File: config.mk
export PLATFORM = sky130hd
export DESIGN_NAME = xmac_unit
export DESIGN_NICKNAME = d
export VERILOG_FILES = /design/src/hw/xmac_pkg.sv /design/src/hw/xmac_core.sv /design/src/hw/xmac_unit.sv
export VERILOG_INCLUDE_DIRS = /design/src /design/src/hw
export SDC_FILE = /design/constraint.sdc
export NUM_CORES = 1
export LEC_CHECK = 0
export ABC_AREA = 1
export BUFFER_PORTS_ARGS = -buffer_cell sky130_fd_sc_hd__buf_2
export CORE_ASPECT_RATIO = 1.5
export CORE_MARGIN = 3
export CORE_UTILIZATION = 50
export DETAILED_ROUTE_END_ITERATION = 8
export PLACE_DENSITY = 0.69
export RECOVER_POWER = 25
export SLEW_MARGIN = 10
export SYNTH_ARGS = -nofsm -noshare
export SYNTH_HDL_FRONTEND = slang
export SYNTH_SLANG_ARGS = --single-unit
File: constraint.sdc
create_clock -name core_clk -period 1.6 [get_ports core_clk]
set_input_delay 0.32 -clock core_clk [delete_from_list [all_inputs] [get_ports core_clk]]
set_output_delay 0.32 -clock core_clk [all_outputs]
set_load 0.02 [all_outputs]
File: src/hw/xmac_defs.svh
// constants for the cross-halfword multiply-accumulate unit
`ifndef XMAC_DEFS_SVH
`define XMAC_DEFS_SVH

`define PRIMARY_OPCODE     6'h04
`define EXT_SIGNED_MOD     9'h0AC
`define EXT_SIGNED_SAT     9'h0EC
`define EXT_UNSIGNED_SAT   9'h0CC
`define OPCODE_MSB         31
`define OPCODE_LSB         26
`define OE_BIT             10
`define EXT_MSB            9
`define EXT_LSB            1
`define RECORD_BIT_POS     0
`define MOST_NEGATIVE      32'h80000000
`define MOST_POSITIVE      32'h7FFFFFFF
`define ALL_ONES           32'hFFFFFFFF

`endif

File: src/hw/xmac_pkg.sv
// types for the cross-halfword multiply-accumulate unit
package xmac_pkg;

	typedef enum logic [1:0] {
		OP_NONE       = 2'b00,
		OP_SIGNED_MOD = 2'b01,
		OP_SIGNED_SAT = 2'b10,
		OP_UNSIG_SAT  = 2'b11
	} mac_op_t;

	typedef struct packed {
		logic        valid;
		logic [31:0] result;
		logic        record_en;
		logic        ovf_en;
		logic        overflow;
		logic        so_in;
	} mac_stage_t;

	typedef struct packed {
		logic        result_valid;
		logic [31:0] result;
		logic        cond_we;
		logic [3:0]  first_condition_field;
		logic        flags_we;
		logic        overflow_flag;
		logic        summary_overflow;
		logic        illegal;
	} mac_out_t;

endpackage : xmac_pkg

File: src/hw/xmac_core.sv
// combinational multiply-add and saturation for one instruction
`timescale 1ns/1ps
`include "xmac_defs.svh"

module xmac_core
	import xmac_pkg::*;
(
	input  wire mac_op_t     op,
	input  wire logic [31:0] first_source_reg,
	input  wire logic [31:0] second_source_reg,
	input  wire logic [31:0] dest_in,
	output      logic [31:0] result,
	output      logic        overflow
);

	logic        is_signed;
	logic [15:0] mul_a;
	logic [15:0] mul_b;
	logic [31:0] prod;
	logic [32:0] temp;
	logic        sat_ovf;

	// low halfword (bits 16:31 msb-0) of first, high halfword of second
	assign mul_a     = first_source_reg[15:0];
	assign mul_b     = second_source_reg[31:16];
	assign is_signed = (op != OP_UNSIG_SAT);

	always_comb begin
		if (is_signed) begin
			prod = 32'($signed(mul_a) * $signed(mul_b));
		end else begin
			prod = 32'(mul_a * mul_b);
		end
	end

	assign temp    = {1'b0, prod} + {1'b0, dest_in};
	// msb-0 temp bit 1 is our bit 31
	assign sat_ovf = (prod[31] == dest_in[31]) && (dest_in[31] != temp[31]);

	always_comb begin
		result   = temp[31:0];
		overflow = 1'b0;
		unique case (op)
			OP_SIGNED_MOD: begin
				overflow = sat_ovf;
			end
			OP_SIGNED_SAT: begin
				overflow = sat_ovf;
				if (sat_ovf) begin
					result = dest_in[31] ? `MOST_NEGATIVE : `MOST_POSITIVE;
				end
			end
			OP_UNSIG_SAT: begin
				overflow = temp[32];
				if (temp[32]) begin
					result = `ALL_ONES;
				end
			end
			OP_NONE: begin
				overflow = 1'b0;
			end
		endcase
	end

endmodule : xmac_core

File: src/hw/xmac_unit.sv
// cross-halfword multiply-accumulate execution unit, one-cycle result
//
// Operation
// - opcode 4, extended 172: signed modulo cross-halfword multiply-accumulate.
// - opcode 4, extended 236: signed saturating cross-halfword multiply-accumulate.
// - opcode 4, extended 204: unsigned saturating cross-halfword multiply-accumulate.
// - multiply low halfword of first source by high halfword of second.
// - add 32-bit product to destination into a 33-bit temporary.
// - modulo variant keeps the low 32 bits, carry dropped.
// - signed saturate clamps to most negative or positive on overflow.
// - unsigned saturate forces all ones when the carry is set.
// - record bit set: update less, greater, equal, summary bits of condition field.
// - overflow-enable set: update overflow and summary overflow flags.
`timescale 1ns/1ps
`include "xmac_defs.svh"

module xmac_unit
	import xmac_pkg::*;
(
	input  wire logic        core_clk,
	input  wire logic        rst_b,
	input  wire logic        issue_valid,
	input  wire logic [31:0] instr_word,
	input  wire logic [31:0] first_source_reg,
	input  wire logic [31:0] second_source_reg,
	input  wire logic [31:0] dest_in,
	input  wire logic        summary_overflow_in,
	output      logic        result_valid,
	output      logic [31:0] result,
	output      logic        cond_we,
	output      logic [3:0]  first_condition_field,
	output      logic        flags_we,
	output      logic        overflow_flag,
	output      logic        summary_overflow,
	output      logic        illegal
);

	// ----------------------------------------------------------------
	// reset release
	// ----------------------------------------------------------------
	logic rst_meta_reg;
	logic rst_sync_b_reg;

	always_ff @(posedge core_clk or negedge rst_b) begin
		if (!rst_b) begin
			rst_meta_reg   <= 1'b0;
			rst_sync_b_reg <= 1'b0;
		end else begin
			rst_meta_reg   <= 1'b1;
			rst_sync_b_reg <= rst_meta_reg;
		end
	end

	// ----------------------------------------------------------------
	// decode
	// ----------------------------------------------------------------
	mac_op_t     op;
	logic [5:0]  prim;
	logic [8:0]  ext;
	logic        record_bit;
	logic        ovf_enable;
	logic [31:0] core_result;
	logic        core_ovf;

	assign prim       = instr_word[`OPCODE_MSB:`OPCODE_LSB];
	assign ext        = instr_word[`EXT_MSB:`EXT_LSB];
	assign record_bit = instr_word[`RECORD_BIT_POS];
	assign ovf_enable = instr_word[`OE_BIT];

	always_comb begin
		op = OP_NONE;
		if (prim == `PRIMARY_OPCODE) begin
			if (ext == `EXT_SIGNED_MOD) begin
				op = OP_SIGNED_MOD;
			end else if (ext == `EXT_SIGNED_SAT) begin
				op = OP_SIGNED_SAT;
			end else if (ext == `EXT_UNSIGNED_SAT) begin
				op = OP_UNSIG_SAT;
			end
		end
	end

	xmac_core u_core (
		.op                (op),
		.first_source_reg  (first_source_reg),
		.second_source_reg (second_source_reg),
		.dest_in           (dest_in),
		.result            (core_result),
		.overflow          (core_ovf)
	);

	// ----------------------------------------------------------------
	// state
	// ----------------------------------------------------------------
	mac_out_t state_reg;
	mac_out_t state_next;
	logic     so_new;

	// overflow is sticky into summary only when flags are written
	assign so_new = summary_overflow_in | core_ovf;

	always_comb begin
		state_next              = state_reg;
		state_next.result_valid = 1'b0;
		state_next.cond_we      = 1'b0;
		state_next.flags_we     = 1'b0;
		// unknown issue is flagged to decode, never trapped here
		state_next.illegal      = issue_valid && (op == OP_NONE);
		if (issue_valid && (op != OP_NONE)) begin
			state_next.result_valid = 1'b1;
			state_next.result       = core_result;
			state_next.flags_we     = ovf_enable;
			if (ovf_enable) begin
				state_next.overflow_flag    = core_ovf;
				state_next.summary_overflow = so_new;
			end else begin
				state_next.summary_overflow = summary_overflow_in;
			end
			state_next.cond_we = record_bit;
			if (record_bit) begin
				state_next.first_condition_field = {core_result[31],
					!core_result[31] && (core_result != 32'h00000000),
					core_result == 32'h00000000,
					ovf_enable ? so_new : summary_overflow_in};
			end
		end
	end

	always_ff @(posedge core_clk or negedge rst_sync_b_reg) begin
		if (!rst_sync_b_reg) begin
			state_reg <= '0;
		end else begin
			state_reg <= state_next;
		end
	end

	assign result_valid          = state_reg.result_valid;
	assign result                = state_reg.result;
	assign cond_we               = state_reg.cond_we;
	assign first_condition_field = state_reg.first_condition_field;
	assign flags_we              = state_reg.flags_we;
	assign overflow_flag         = state_reg.overflow_flag;
	assign summary_overflow      = state_reg.summary_overflow;
	assign illegal               = state_reg.illegal;
endmodule : xmac_unit

==> flow_metrics.py, run 1 <==
metrics = {
    "critical_path": {
        "r2r_slack_ns": 0.47,
        "reg2reg_depth": 1,
        "crit_type": "input port to register",
        "cp_slowest_cell": "fa_2",
        "critPathRequiredTime_ns": 1.79,
        "cpPeakStageDelay_ns": 0.57,
        "reg2reg_from": "rst_sync_b_reg",
        "startpoint": "first_source_reg[7]",
        "rr_endpoint": "result[29]",
        "startpoint_type": "input port",
        "worst-path-max-fanout": 10,
        "worstPathArrival_ns": 7.59,
        "crit_top_cell": "nand2_1",
        "worst_setup_path_end_kind": "register",
    },
    "placed_design": {
        "placed_cells": 3629,
        "portBuffers": 126,
        "gp_congestion": 0.930,
        "dp_hpwl_um": 50500,
    },
    "logic_synthesis": {
        "synthFlopType": "dfrtp_1",
        "yosysTopAreaCellShare_pct": 37.7,
        "syn_avg_cell_area_um2": 7.44,
        "synth.net_count": 3291,
        "ys_types": 54,
        "synth_area_um2": 19400,
        "ys_top_cells_by_area": "fa_1 38%, inv_1 15%, ha_1 12%, nand2_1 11%, dfrtp_1 5.7%",
        "synth_top_area_cell": "fa_1",
        "synthArstFlopShare_pct": 100,
        "yosys_register_bits": 44,
        "synth_edf_count": 0,
        "ys_warn_count": 0,
        "synthCells": 2605,
        "ys_seq_area_share_pct": 5.68,
    },
    "floorplan": {
        "die_w_um": 167,
        "io_pins": 174,
        "die_y_um": 247,
        "row_count": 87,
        "start_util_pct": 51.1,
        "floorplan.die_area_um2": 41200,
        "coreArea_um2": 37900,
    },
    "layout": {
        "seq_area_um2": 1100,
        "final_cells": 3688,
        "areaGrowthSynthToFinish_pct": 37.8,
        "multiInputGateArea_um2": 16800,
        "diodes": 0,
        "final_nets": 3886,
        "largest_reg_flops": 32,
        "n_fill_cell": 3038,
        "layout-drive-gt1-share_pct": 31.9,
        "fin_util_pct": 70.5,
    },
    "timing": {
        "finalWorstSetupSlack_ns": -5.80,
        "setup_viol": 41,
        "max_slew_margin_pct": 32.5,
        "period_share_pct": 462,
        "min_period_ns": 7.40,
        "grt_setup_unrepaired": "true",
        "slew_violations": 0,
        "worst_pin_slew_ns": 1.01,
        "clock.fmax_mhz": 135,
        "fin_skew_ns": 0.00546,
        "hold_violations": 0,
        "fin_tns_setup_ns": -211.16,
    },
    "clock_tree": {
        "cts_tree": "built",
        "clockBufferDepth": 2,
        "cts_root_buffer": "clkbuf_16",
        "numCtsBuffers": 5,
        "cts_htree_levels": 2,
        "clk_latency_ns": 0.29,
        "clk_pin_slew_ns": 0.06,
        "clock-sinks": 44,
    },
    "drt": {
        "first_pass_iters": 6,
        "detail-route-antenna-nets": 0,
        "drtIter0Drc": 722,
        "vias": 18611,
        "drc": 0,
        "routedWlPerCell_um": 15.8,
        "wl_um": 58400,
        "avgViaCountPerCell": 5.05,
    },
    "min_path": {
        "min_path_type": "input port to register",
        "whs_path_depth": 3,
        "min_from": "issue_valid",
        "hold_path_end": "illegal",
    },
    "grt": {
        "grt_usage_pct": 28.5,
        "grt_first_pass_wirelength_um": 96600,
        "antenna_found_initial": 0,
        "grt_pass1_vias": 20775,
        "grt_remaining_overflow": 0,
        "grt_max_degree": 43,
    },
    "run_status": {
        "status": "complete, but fails checks",
        "violations": "negative setup slack",
    },
    "run": {
        "maxCapViolations": 0,
    },
}
[metal layers]
layer | share of wire (%) | track usage (%) | up-vias | routed length, um
met5 | 0 | 0 | - | 0
met4 | 4.8 | 12.5 | 0 | 2790
met3 | 3.4 | 2.14 | 181 | 2010
met2 | 56 | 55.9 | 470 | 32400
met1 | 36 | 31.4 | 9094 | 21100
li1 | - | - | 8866 | -
[per-stage QoR]
stage	cell area [um^2]	setup WS (ns)	hold slack, ns
final	26700	-5.80	0.232
after global routing	26700	-6.17	0.243
after CTS	25900	-5.78	0.224
after detailed placement	24400	-6.43	0.109
after global placement	24400	-6.39	0.107
after floorplan	20200	-5.43	0.0244
[kinds of logic after synthesis]
kind of cell	share of synthesized area, %
mux	0.110
buf+inv	16.4
xor+xnor	1.90
flops	5.68
compound gates	8.75
other cells	0.0194
fa+ha+maj	49.9
simple gates	17.2
[synthesized netlist by cell type (2+ instances only)]
library cell and instances:
a21boi_1 3, a21o_1 5, a21oi_1 143, a21oi_2 6
a22oi_1 4, a31o_2 2, a31oi_1 10, a41oi_1 2
buf_2 3, buf_6 2, clkbuf_1 75, dfrtp_1 44
fa_1 365, ha_1 189, inv_1 749, inv_2 10
nand2_1 554, nand2_2 8, nand3_1 68, nand3_2 2
nand3b_1 6, nand4_1 7, nor2_1 131, nor2_2 2
nor3_1 24, o2111ai_1 2, o21a_1 8, o21ai_0 84
o21ai_1 7, o21bai_1 11, o22a_1 2, o22ai_1 4
o31ai_1 4, or2_2 9, xnor2_1 19, xor2_1 23
[layout by cell type (no fill, tap or decap), types with 21 or more instances in the layout]
cell type  Yosys  layout
ha_4           0      33
nand3_2        2      21
buf_6          2      40
xor2_1        23      22
inv_1        749     709
o21ai_1        7      30
buf_2          3      92
nand2_1      554     498
buf_4          0     511
a21oi_2        6      62
nand3_1       68      44
nor2_1       131     106
fa_1         365     351
o21ai_0       84      50
dfrtp_1       44      44
a21oi_1      143      80
inv_2         10      44
ha_1         189     154
nand2_2        8      45
[critical path, delay by kind of cell]
| kind | cells | cell delay, ns |
|---|---|---|
| adder cells (fa/ha/maj) | 8 | 3.60 |
| AND/OR/NAND/NOR | 16 | 1.65 |
| AO/OA/AOI/OAI | 7 | 1.22 |
| buffers and inverters | 9 | 0.77 |
[repair_timing]
action,in CTS,in global routing
setup endpoints to repair,41,42
buffers inserted,33,25
pin swaps,81,63
gates cloned,1,2
endpoints found under the hold margin,2,0
gates resized for setup,261,160
hold buffers,1,0
[how the worst max path moves through the flow]
stage / slack, ns / to
floorplan: -5.43 / first_condition_field[2]
global placement: -6.39 / first_condition_field[2]
detailed placement: -6.43 / first_condition_field[2]
CTS: -5.78 / first_condition_field[2]
global route: -6.17 / first_condition_field[2]
finish: -5.80 / first_condition_field[2]
[layout make-up]
| type | count | share of cell area (%) |
|---|---|---|
| multi-input combinational | 1721 | 62.9 |
| timing repair buffer | 668 | 19.4 |
| inverter | 760 | 10.8 |
| sequential | 44 | 4.13 |
| tap | 489 | 2.29 |
| clock buffer | 5 | 0.469 |
| clock inverter | 1 | 0.113 |
Power of run 1 is left out: the tool's default activity adds up to more than one toggle a clock period on the data nets, which glitch-free logic cannot reach.
==> inputs of run 2 (changes only) <==
- CORE_UTILIZATION: 50 -> 60
- PLACE_DENSITY: 0.69 -> 0.8
- SETUP_SLACK_MARGIN: unset -> 0.3
==> run 2 against run 1 <==
Effect of this change: the flow still finishes with violations (negative setup slack); worst setup slack worse by 0.35 ns; via count is 7.8% higher; final cell count is 2.1% lower; largest cell class unchanged.
==> flow_metrics.py, run 2 (synthesized netlist as in run 1, its figures left out) <==
metrics = {
    "timing": {
        "slew_violations": 0,
        "finalWorstSetupSlack_ns": -6.15,
        "period_share_pct": 484,
        "max_slew_margin_pct": 30.6,
        "grt_setup_unrepaired": "true",
        "clock.fmax_mhz": 129,
        "min_period_ns": 7.75,
        "hold_violations": 0,
        "fin_tns_setup_ns": -221.76,
        "worst_pin_slew_ns": 1.04,
        "setup_viol": 41,
        "fin_skew_ns": 0.00487,
    },
    "placed_design": {
        "dp_hpwl_um": 51500,
        "placed_cells": 3548,
        "gp_congestion": 0.990,
        "portBuffers": 126,
    },
    "grt": {
        "grt_usage_pct": 36.9,
        "grt_max_degree": 43,
        "grt_remaining_overflow": 0,
        "grt_pass1_vias": 22010,
        "antenna_found_initial": 0,
        "grt_first_pass_wirelength_um": 103000,
    },
    "drt": {
        "wl_um": 68100,
        "first_pass_iters": 8,
        "drc": 0,
        "avgViaCountPerCell": 5.56,
        "vias": 20057,
        "routedWlPerCell_um": 18.9,
        "drtIter0Drc": 1350,
        "detail-route-antenna-nets": 0,
    },
    "clock_tree": {
        "cts_tree": "built",
        "clk_pin_slew_ns": 0.06,
        "clock-sinks": 44,
        "clockBufferDepth": 2,
        "cts_root_buffer": "clkbuf_16",
        "numCtsBuffers": 5,
        "clk_latency_ns": 0.29,
        "cts_htree_levels": 2,
    },
    "critical_path": {
        "critPathTopFamily": "adder cells",
        "cpPeakStageDelay_ns": 0.57,
        "worst_setup_path_end_kind": "register",
        "crit_type": "input port to register",
        "critPathRequiredTime_ns": 1.77,
        "critical_path_buf_inv_count": 12,
        "worst-path-max-fanout": 5,
        "cp_slowest_cell": "fa_1",
        "startpoint_type": "input port",
        "worstPathArrival_ns": 7.92,
        "crit_top_cell": "fa_1",
    },
    "floorplan": {
        "coreArea_um2": 31800,
        "floorplan.die_area_um2": 34500,
        "die_w_um": 153,
        "start_util_pct": 60.9,
        "io_pins": 174,
        "die_y_um": 226,
        "row_count": 80,
    },
    "layout": {
        "final_nets": 3885,
        "layout-drive-gt1-share_pct": 32.8,
        "areaGrowthSynthToFinish_pct": 38.3,
        "final_common_cell": "inv_1",
        "diodes": 0,
        "final_cells": 3609,
        "largest_reg_flops": 32,
        "mostFrequentLayoutCells": "698 x inv_1, 493 x buf_4, 486 x nand2_1",
        "n_fill_cell": 1825,
    },
    "run": {
        "maxCapViolations": 0,
    },
    "run_status": {
        "violations": "negative setup slack",
        "status": "complete, but fails checks",
    },
    "min_path": {
        "min_path_type": "input port to register",
    },
}
## run 2: cell types whose count changed in the layout (fill, tap and decap cells not counted), sizes merged
cell,delta
buf,-2
bufbuf,+1
bufinv,-1
clkbuf,+1
clkinv,+1
## run 2: timing repair
action                                  4_1_cts  5_1_grt
hold buffers                                  1        0
gates resized for setup                     287      193
cloned                                        3        1
buffers inserted                             35       14
endpoints found under the hold margin         2        0
endpoints found under the setup margin       42       42
pin swaps                                   113       81
## run 2: area by class of cell
| class | instances | area (um^2) | area share (%) |
|---|---|---|---|
| Clock buffer | 6 | 129 | 0.481 |
| Clock inverter | 1 | 5.00 | 0.0187 |
| Inverter | 760 | 2880 | 10.8 |
| Multi-Input combinational cell | 1721 | 16900 | 63.0 |
| Sequential cell | 44 | 1100 | 4.12 |
| Tap cell | 410 | 513 | 1.92 |
| Timing Repair Buffer | 667 | 5270 | 19.7 |
## run 2: through the flow
step                worst slack (ns)  util [%]  hold WS (ns)  area (um^2)
finish                         -6.15      84.2         0.270        26800
global route                   -6.30      84.2         0.293        26800
CTS                            -5.67      81.5         0.245        25900
detailed placement             -6.44      76.5         0.109        24400
global placement               -6.31      76.5         0.107        24400
floorplan                      -5.43         -        0.0244        20200
## run 2: layer usage
metal	track usage [%]	share of wire (%)
met5	0	0
met4	23.8	8.4
met3	3.11	5.4
met2	69.5	53
met1	39.4	34
## run 2: worst paths after layout
check | start | end | slack (ns) | depth (start not counted)
min in group asynchronous | rst_b | rst_meta_reg | 0.36 | 2
hold / removal | issue_valid | illegal | 0.27 | 3
setup / recovery | first_source_reg[5] | first_condition_field[2] | -6.15 | 44
max in group asynchronous | rst_sync_b_reg | result[28] | 0.44 | 1
hold reg to reg | rst_meta_reg | rst_sync_b_reg | 0.35 | 0
setup reg to reg | rst_sync_b_reg | result[28] | 0.44 | 1
## run 2: worst min-delay path, delay by kind of cell
kind                   cells  cell delay (ns)
buffers and inverters      2             0.16
and+or+nand+nor            1             0.06
Power of run 2 is left out for the same reason.
